$ cat src/pkg/psf_pkg.sv
// Package: shared constants and carriers for the processor-bus slave front end
package psf_pkg;

  // ==========================================================================
  // Widths and depths
  localparam int DATA_W = 32;
  localparam int LANES = 4;
  localparam int PWF_DEPTH = 64;
  localparam int PWF_AW = 6;
  localparam int RRF_DEPTH = 8;
  localparam int RRF_AW = 3;
  localparam int BS_W = 4;
  localparam int TA_W = 16;

  // ==========================================================================
  // Reset values and decode constants
  localparam logic PARITY_POL_RESET = 1'b0;
  localparam logic [11:0] CFG_CYCLE_OFFSET = 12'h504;
  localparam logic [1:0] PROTO_RESET = 2'h0;

  // ==========================================================================
  // Enumerations
  typedef enum logic [1:0] {
    PSF_PROTO_STROBE_TS040 = 2'h0,
    PSF_PROTO_STROBE_TS860 = 2'h1
  } psf_proto_t;

  typedef enum logic [2:0] {
    PSF_OP_REG = 3'h0,
    PSF_OP_CFG = 3'h1,
    PSF_OP_POSTED_WR = 3'h2,
    PSF_OP_DELAYED_WR = 3'h3,
    PSF_OP_SINGLE_RD = 3'h4,
    PSF_OP_BURST_RD = 3'h5,
    PSF_OP_BURST_WR = 3'h6
  } psf_op_t;

  // ==========================================================================
  // Carriers
  typedef struct packed {
    logic pci_space_select;
    logic posted_write_enable;
    logic prefetch_read_enable;
    logic translate_enable;
    logic [BS_W-1:0] block_size;
    logic [TA_W-1:0] translation_base;
  } psf_image_t;

  typedef struct packed {
    psf_op_t op;
    logic image;
    logic io_space;
    logic [DATA_W-1:0] pci_addr;
    logic [LANES-1:0] byte_en;
  } psf_req_t;

  typedef struct packed {
    logic [DATA_W-1:0] data;
    logic [LANES-1:0] byte_en;
  } psf_word_t;

endpackage : psf_pkg

$ cat src/rtl/psf_frontend.sv
// Processor-bus slave front end: decode, parity, policy and data buffering
`timescale 1ns/1ps
module psf_frontend (
  input wire logic clk_sys,
  input wire logic rst_n,
  // Processor bus
  input wire logic address_strobe_n,
  input wire logic transfer_start_n,
  input wire logic register_select_n,
  input wire logic pci_window_select_n,
  input wire logic image_select,
  input wire logic burst_n,
  input wire logic read_n_write,
  input wire logic [31:0] addr,
  input wire logic [3:0] byte_en,
  input wire logic [31:0] wdata,
  input wire logic [3:0] byte_parity_lines_in,
  input wire logic data_valid,
  output logic [31:0] rdata,
  output logic [3:0] byte_parity_lines_out,
  output logic byte_parity_lines_oe,
  output logic wr_ack,
  output logic rd_ack,
  input wire logic slave_protocol_strap,
  // Configuration and status bits
  input wire logic parity_polarity_select,
  input wire logic proc_parity_err_irq_enable,
  input wire logic proc_parity_err_irq_route,
  input wire logic proc_parity_err_clear,
  output logic proc_parity_err_flag,
  output logic pci_irq,
  output logic proc_side_irq,
  output logic [1:0] slave_protocol,
  input wire psf_pkg::psf_image_t image0,
  input wire psf_pkg::psf_image_t image1,
  // Request toward the PCI master
  output logic req_valid,
  input wire logic req_ready,
  output psf_pkg::psf_req_t req,
  input wire logic delayed_write_done,
  // Posted-write data toward the PCI master
  output logic pw_valid,
  input wire logic pw_ready,
  output psf_pkg::psf_word_t pw_word,
  output logic [6:0] pw_level,
  // Read data from the PCI master
  input wire logic rr_valid,
  output logic rr_ready,
  input wire psf_pkg::psf_word_t rr_word
);
  // ==========================================================================
  // Strap capture
  logic strap_taken;

  always_ff @(posedge clk_sys) begin
    if (!rst_n) begin
      strap_taken <= 1'b0;
      slave_protocol <= psf_pkg::PROTO_RESET;
    end else if (!strap_taken) begin
      // First edge after release samples the pin; a constant under reset
      strap_taken <= 1'b1;
      slave_protocol <= slave_protocol_strap ? psf_pkg::PSF_PROTO_STROBE_TS860
                                             : psf_pkg::PSF_PROTO_STROBE_TS040;
    end
  end

  // ==========================================================================
  // Cycle decode
  typedef enum logic [1:0] {
    PSF_IDLE = 2'b00,
    PSF_DECODE = 2'b01,
    PSF_HOLD = 2'b11,
    PSF_DATA = 2'b10
  } psf_state_t;

  psf_state_t state;
  psf_pkg::psf_image_t img;
  psf_pkg::psf_req_t next_req;
  logic start;
  logic any_sel;
  logic is_write;
  logic is_burst;
  logic cur_write;
  logic cur_delayed;
  logic dw_pending;
  logic next_delayed;
  logic accept;
  logic [3:0] lane_err;
  logic wdata_ready;
  logic write_beat;
  psf_pkg::psf_word_t wword;

  assign start = !address_strobe_n || !transfer_start_n;
  assign any_sel = !register_select_n || !pci_window_select_n;
  assign img = image_select ? image1 : image0;
  // A write waits in decode while a delayed write is still open
  assign accept = (state == PSF_DECODE) && any_sel && !(dw_pending && is_write);

  always_comb begin
    is_write = !read_n_write;
    is_burst = !burst_n;
    next_delayed = 1'b0;
    next_req = '0;
    next_req.image = image_select;
    next_req.byte_en = byte_en;
    next_req.io_space = img.pci_space_select;
    next_req.pci_addr = addr;
    if (img.translate_enable) begin
      // Block size picks how many top bits come from the translation base
      for (int b = 16; b < 32; b++) begin
        if (b >= 16 + int'(img.block_size)) begin
          next_req.pci_addr[b] = img.translation_base[b-16];
        end
      end
    end
    if (!register_select_n) begin
      next_req.op = (addr[11:0] == psf_pkg::CFG_CYCLE_OFFSET) ? psf_pkg::PSF_OP_CFG
                                                               : psf_pkg::PSF_OP_REG;
      next_req.pci_addr = addr;
    end else if (is_write) begin
      if (is_burst) begin
        next_req.op = psf_pkg::PSF_OP_BURST_WR;
      end else if (img.posted_write_enable) begin
        next_req.op = psf_pkg::PSF_OP_POSTED_WR;
      end else begin
        next_req.op = psf_pkg::PSF_OP_DELAYED_WR;
        next_delayed = 1'b1;
      end
    end else if (is_burst || (img.prefetch_read_enable && byte_en == 4'hf)) begin
      next_req.op = psf_pkg::PSF_OP_BURST_RD;
    end else begin
      next_req.op = psf_pkg::PSF_OP_SINGLE_RD;
    end
  end

  always_ff @(posedge clk_sys) begin
    if (!rst_n) begin
      state <= PSF_IDLE;
    end else begin
      unique case (state)
        PSF_IDLE: begin
          if (start) begin
            state <= PSF_DECODE;
          end
        end
        PSF_DECODE: begin
          // Selects may lag the start strobe, so wait here for them
          if (accept) begin
            state <= PSF_HOLD;
          end else if (!start && !any_sel) begin
            state <= PSF_IDLE;
          end
        end
        PSF_HOLD: begin
          if (req_ready) begin
            state <= PSF_DATA;
          end
        end
        PSF_DATA: begin
          if (cur_write ? (data_valid && wdata_ready) : rd_ack) begin
            // A burst write keeps taking beats while the burst line stays low; a read ends here
            if (burst_n || !cur_write) begin
              state <= PSF_IDLE;
            end
          end
        end
      endcase
    end
  end

  assign req_valid = (state == PSF_HOLD);

  // ==========================================================================
  // Request capture
  always_ff @(posedge clk_sys) begin
    if (!rst_n) begin
      req <= '0;
      cur_write <= 1'b0;
      cur_delayed <= 1'b0;
    end else if (accept) begin
      // Held until the far side takes it, so address and lanes may move on
      req <= next_req;
      cur_write <= is_write;
      cur_delayed <= next_delayed;
    end
  end

  // ==========================================================================
  // Delayed-write interlock
  always_ff @(posedge clk_sys) begin
    if (!rst_n) begin
      dw_pending <= 1'b0;
    end else if (state == PSF_HOLD && req_ready && cur_delayed) begin
      dw_pending <= 1'b1;
    end else if (delayed_write_done) begin
      dw_pending <= 1'b0;
    end
  end

  // ==========================================================================
  // Parity check on writes
  for (genvar l = 0; l < psf_pkg::LANES; l++) begin : g_lane
    // Even mode: byte xor line must be 0; odd mode: 1
    assign lane_err[l] = byte_en[l] &&
      ((^wdata[8*l+7:8*l] ^ byte_parity_lines_in[l]) != parity_polarity_select);
  end

  assign write_beat = (state == PSF_DATA) && cur_write && data_valid && wdata_ready;

  always_ff @(posedge clk_sys) begin
    if (!rst_n) begin
      proc_parity_err_flag <= 1'b0;
    end else if (write_beat && |lane_err) begin
      // Set beats clear, so an error in the clearing cycle is not lost
      proc_parity_err_flag <= 1'b1;
    end else if (proc_parity_err_clear) begin
      proc_parity_err_flag <= 1'b0;
    end
  end

  // Level outputs that drop as soon as the flag clears
  assign pci_irq = proc_parity_err_flag && proc_parity_err_irq_enable
                   && proc_parity_err_irq_route;
  assign proc_side_irq = proc_parity_err_flag && proc_parity_err_irq_enable
                         && !proc_parity_err_irq_route;

  // ==========================================================================
  // Write data path: the error never stops the beat
  assign wword.data = wdata;
  assign wword.byte_en = byte_en;
  assign wr_ack = write_beat;

  logic sk_valid;
  logic sk_ready;
  psf_pkg::psf_word_t sk_word;
  logic [6:0] pw_lvl;

  // Skid holds beats taken while the FIFO input is full
  psf_skid u_skid (
    .clk_sys(clk_sys),
    .rst_n(rst_n),
    .in_valid((state == PSF_DATA) && cur_write && data_valid),
    .in_ready(wdata_ready),
    .in_word(wword),
    .out_valid(sk_valid),
    .out_ready(sk_ready),
    .out_word(sk_word)
  );

  psf_fifo #(.DEPTH(psf_pkg::PWF_DEPTH), .AW(psf_pkg::PWF_AW)) u_posted_write_fifo (
    .clk_sys(clk_sys),
    .rst_n(rst_n),
    .in_valid(sk_valid),
    .in_ready(sk_ready),
    .in_word(sk_word),
    .out_valid(pw_valid),
    .out_ready(pw_ready),
    .out_word(pw_word),
    .level(pw_lvl)
  );

  // Fill level lets the far side pace its draining
  assign pw_level = pw_lvl;

  // ==========================================================================
  // Read return path
  logic rf_valid;
  psf_pkg::psf_word_t rf_word;
  logic [3:0] rf_par;
  logic rd_beat;

  // Pop once per read and never in the rd_ack cycle, so a following word is never lost
  assign rd_beat = (state == PSF_DATA) && !cur_write && rf_valid && !rd_ack;

  psf_fifo #(.DEPTH(psf_pkg::RRF_DEPTH), .AW(psf_pkg::RRF_AW)) u_read_return_fifo (
    .clk_sys(clk_sys),
    .rst_n(rst_n),
    .in_valid(rr_valid),
    .in_ready(rr_ready),
    .in_word(rr_word),
    .out_valid(rf_valid),
    .out_ready(rd_beat),
    .out_word(rf_word),
    .level()
  );

  for (genvar l = 0; l < psf_pkg::LANES; l++) begin : g_rpar
    assign rf_par[l] = ^rf_word.data[8*l+7:8*l] ^ parity_polarity_select;
  end

  always_ff @(posedge clk_sys) begin
    if (!rst_n) begin
      rd_ack <= 1'b0;
      byte_parity_lines_oe <= 1'b0;
    end else begin
      rd_ack <= rd_beat;
      byte_parity_lines_oe <= rd_beat;
    end
  end

  always_ff @(posedge clk_sys) begin
    if (!rst_n) begin
      rdata <= '0;
      byte_parity_lines_out <= '0;
    end else if (rd_beat) begin
      rdata <= rf_word.data;
      byte_parity_lines_out <= rf_par;
    end
  end
endmodule : psf_frontend

$ cat src/rtl/psf_skid.sv
// Two-entry buffer with valid and ready on both sides
`timescale 1ns/1ps
module psf_skid (
  input wire logic clk_sys,
  input wire logic rst_n,
  input wire logic in_valid,
  output logic in_ready,
  input wire psf_pkg::psf_word_t in_word,
  output logic out_valid,
  input wire logic out_ready,
  output psf_pkg::psf_word_t out_word
);
  // ==========================================================================
  // Storage
  psf_pkg::psf_word_t slot [2];
  logic [1:0] count;
  logic rd_ptr;
  logic wr_ptr;
  logic push;
  logic pop;

  assign in_ready = (count != 2'h2);
  assign out_valid = (count != 2'h0);
  assign out_word = slot[rd_ptr];
  assign push = in_valid && in_ready;
  assign pop = out_valid && out_ready;

  always_ff @(posedge clk_sys) begin
    if (push) begin
      slot[wr_ptr] <= in_word;
    end
  end

  always_ff @(posedge clk_sys) begin
    if (!rst_n) begin
      count <= 2'h0;
      rd_ptr <= 1'b0;
      wr_ptr <= 1'b0;
    end else begin
      if (push) begin
        wr_ptr <= ~wr_ptr;
      end
      if (pop) begin
        rd_ptr <= ~rd_ptr;
      end
      count <= count + {1'b0, push} - {1'b0, pop};
    end
  end
endmodule : psf_skid

$ cat src/rtl/psf_fifo.sv
// Synchronous FIFO used for posted writes and read return data
`timescale 1ns/1ps
module psf_fifo #(
  parameter int DEPTH = 64,
  parameter int AW = 6
) (
  input wire logic clk_sys,
  input wire logic rst_n,
  input wire logic in_valid,
  output logic in_ready,
  input wire psf_pkg::psf_word_t in_word,
  output logic out_valid,
  input wire logic out_ready,
  output psf_pkg::psf_word_t out_word,
  output logic [AW:0] level
);
  // ==========================================================================
  // Storage
  psf_pkg::psf_word_t mem [DEPTH];
  logic [AW-1:0] wr_ptr;
  logic [AW-1:0] rd_ptr;
  logic push;
  logic pop;

  assign in_ready = (level != (AW+1)'(DEPTH));
  assign out_valid = (level != '0);
  assign out_word = mem[rd_ptr];
  assign push = in_valid && in_ready;
  assign pop = out_valid && out_ready;

  always_ff @(posedge clk_sys) begin
    if (push) begin
      mem[wr_ptr] <= in_word;
    end
  end

  always_ff @(posedge clk_sys) begin
    if (!rst_n) begin
      wr_ptr <= '0;
      rd_ptr <= '0;
      level <= '0;
    end else begin
      if (push) begin
        wr_ptr <= wr_ptr + AW'(1);
      end
      if (pop) begin
        rd_ptr <= rd_ptr + AW'(1);
      end
      level <= level + (AW+1)'(push) - (AW+1)'(pop);
    end
  end
endmodule : psf_fifo

$ cat config.mk
export PLATFORM = sky130hd
export DESIGN_NAME = psf_frontend
export DESIGN_NICKNAME = d
export VERILOG_FILES = /design/src/pkg/psf_pkg.sv /design/src/rtl/psf_frontend.sv /design/src/rtl/psf_skid.sv /design/src/rtl/psf_fifo.sv
export SDC_FILE = /design/constraint.sdc
export NUM_CORES = 2
export LEC_CHECK = 0
export BUFFER_PORTS_ARGS = -buffer_cell sky130_fd_sc_hd__buf_2
export CAP_MARGIN = 0
export CORE_MARGIN = 8
export CORE_UTILIZATION = 56
export DETAILED_ROUTE_END_ITERATION = 6
export PLACE_DENSITY = 0.87
export SYNTH_ARGS = -nofsm -noshare
export SYNTH_HDL_FRONTEND = slang
export SYNTH_HIERARCHICAL = 1
export SYNTH_SLANG_ARGS = --single-unit
$ cat constraint.sdc
create_clock -name clk_sys -period 4.74 [get_ports clk_sys]
set_clock_uncertainty 0.1 [all_clocks]
set_input_delay 0.237 -clock clk_sys [delete_from_list [all_inputs] [get_ports clk_sys]]
set_output_delay 0.237 -clock clk_sys [all_outputs]
set_load 0.03 [all_outputs]
==> flow_summary.toml <==
[synthesis]
synth_nets = 5247
avgSynthCellArea_um2 = 21.2
syn_inst = 5050
ys_warn_count = 6
syn_area_um2 = 107000

[floorplan]
rows = 160
die_area_um2 = 205000
core-area_um2 = 190000
die_y_um = 453
initial_core_util_pct = 56.3
die_w_um = 453
ioPinCount = 306

[cells_and_area]
seq_area_um2 = 81600
fin_util_pct = 64.8
stdcell_count = 8458
fin_nets = 5936
multi_input_area_um2 = 24200
area_growth_pct = 15.2
drive_gt1_share_pct = 27.3
fillers = 10900

[power_and_ir_drop]
p_seq_share_pct = 46.6
p_int_uw = 44700
peakVddDrop_mv = 0.419
power_density_nw_per_um2 = 500
switchingPower_uw = 16900
power_uw = 61600
power_frac_comb_pct = 18.6
clkPwrFrac_pct = 34.8
switching_share_pct = 27.5
p_leak_uw = 0.0388

[global_route]
grt_max_degree = 85
grtUsageTotal_pct = 30.3
grt_pass1_vias = 61406
antenna_found_initial = 23
grt_pass1_wl_um = 446000
grt_overflow = 0

[route]
drtAntennaViolNets = 0
drc = 0
drt_wl_total_um = 316000
vias_per_cell = 7.08
routedWlPerCell_um = 37.4
num_vias = 59924
drt-initial-drc-count = 10107
drtPass1Iterations = 7

[timing]
hold_slack_ns = 0.0505
tightest_slew_ns = 1.44
timing.fmax_mhz = 206
maxSlewHeadroom_pct = 3.77
hold_violations = 0
finalCritPeriodShare_pct = 103
timing.final.max_slew_violations = 0
setup_viol = 1
setup_ws_ns = -0.123
period_minus_slack_ns = 4.86
grt_setup_unrepaired = "no"

[setup_path]
criticalPathCategory = "flop to primary output"
crit_arrival_ns = 4.53
cp.required_ns = 4.40
path_max_fanout = 51
start_kind = "flop"
cp-end-kind = "primary output"

[clock_tree]
cts_sinks = 2761
clk_pin_slew_ns = 0.06
clk_latency_ns = 0.94
cts_max_path_buffers = 4
root_buffer = "clkbuf_16"
cts_tree = "done"
h-tree-depth = 5
cts_setup_buffers = 0
cts_inserted_buffers = 281

[placed_design]
place_inst = 7758
place_hpwl_um = 166000
gp_congestion = 0.913
numPortBuffers = 300

[run_status]
violations = "negative setup slack"
outcome = "finished with violations"

[run]
max_cap_violations = 0

[worst_hold_path]
hold_class = "primary input to flop"
registers in the layout (all words and copies together), names as in the netlist, 2 cells and up, named ones only:
register / cells
u_posted_write_fifo/mem: 2304
u_read_return_fifo/mem: 256
u_skid/slot: 72
req: 41
rdata: 32
u_posted_write_fifo/level: 7
u_posted_write_fifo/rd_ptr: 6
u_posted_write_fifo/wr_ptr: 6
byte_parity_lines_out: 4
u_read_return_fifo/level: 4
u_read_return_fifo/rd_ptr: 3
u_read_return_fifo/wr_ptr: 3
state: 2
u_skid/count: 2
through the flow:
stage | cell area, µm² | TNS (ns) | setup slack, ns
after floorplan | 107000 | 0 | 0.615
after global placement | 112000 | 0 | 0.975
after detailed placement | 112000 | 0 | 0.833
after CTS | 123000 | 0 | 0.0347
after global routing | 123000 | 0 | 0.0157
final | 123000 | -0.123 | -0.123
power groups by stage:
stage                     clock network, µW  logic (µW)  registers [µW]
final                                 21400       11400           28700
after global routing                  22400       11800           28700
after CTS                             21500       11200           28600
after detailed placement                  0       10600           29100
after global placement                    0       10200           29100
after floorplan                           0        7060           29200
critical path, cell delays in order, from the launching register on:
cell and delay (ns):
dfxtp_4 0.51, buf_12 0.32, nor2_4 0.66, buf_4 0.53, a22oi_1 0.17, nand4_1 0.38, and3_1 0.67, buf_2 0.33
layer usage:
metal  GRT usage (%)  wire length [µm]  vias to the layer above
li1                -                 -                    22371
met1            35.6             95600                    29962
met2            50.9            155000                     6139
met3            7.72             41000                     1434
met4            17.6             24300                       18
met5               0               146                        -
layout make-up:
type	instances	area share [%]
inverters	20	0.0610
flip-flops and latches	2761	66.3
diodes	9	0.0183
clock buffers	351	6.15
multi-input cells	1982	19.6
well taps	2511	2.55
clock inverters	131	0.834
repair buffers	693	4.46
placed cells by master (no fill, tap or decap), types with 16 or more instances in the layout:
cell type / count
dlygate4sd3_1: 209
edfxtp_1: 2632
inv_1: 19
and2_1: 45
mux2_4: 30
ha_1: 20
clkinv_2: 43
xnor2_1: 69
mux2i_1: 83
a21boi_0: 45
clkbuf_1: 53
nor2b_1: 33
a211oi_1: 20
nor2_4: 69
o22ai_1: 67
nand3_1: 78
nand4_1: 71
o221ai_1: 47
a21oi_1: 20
clkinv_1: 55
clkbuf_16: 290
mux4_2: 562
and3_1: 41
buf_2: 299
mux2_2: 58
nand2b_1: 25
dfxtp_1: 121
nand2_1: 248
o21ai_0: 44
buf_12: 41
mux4_1: 64
buf_4: 144
a21boi_1: 16
nor2_1: 18
a22oi_1: 72
path summary, 6_finish.rpt:
kind / start / to / slack (ns) / cells after the start
setup reg to reg: u_posted_write_fifo/level[2]$_SDFF_PN0_ / u_posted_write_fifo/mem[44][14]$_DFFE_PP_ / 0.49 / 10
hold / removal: rr_word[26] / u_read_return_fifo/mem[0][26]$_DFFE_PP_ / 0.05 / 2
hold reg to reg: rdata[23]$_SDFFE_PN0P_ / rdata[23]$_SDFFE_PN0P_ / 0.36 / 2
setup / recovery: flop / pw_word[28] / -0.12 / 7
what timing repair did:
action | 4_1_cts | 5_1_grt
hold endpoints to repair | 417 | 0
setup endpoints to repair | 0 | 2
resized for setup | 0 | 2
hold buffers | 209 | 0
(Power assumes the default switching activity.)
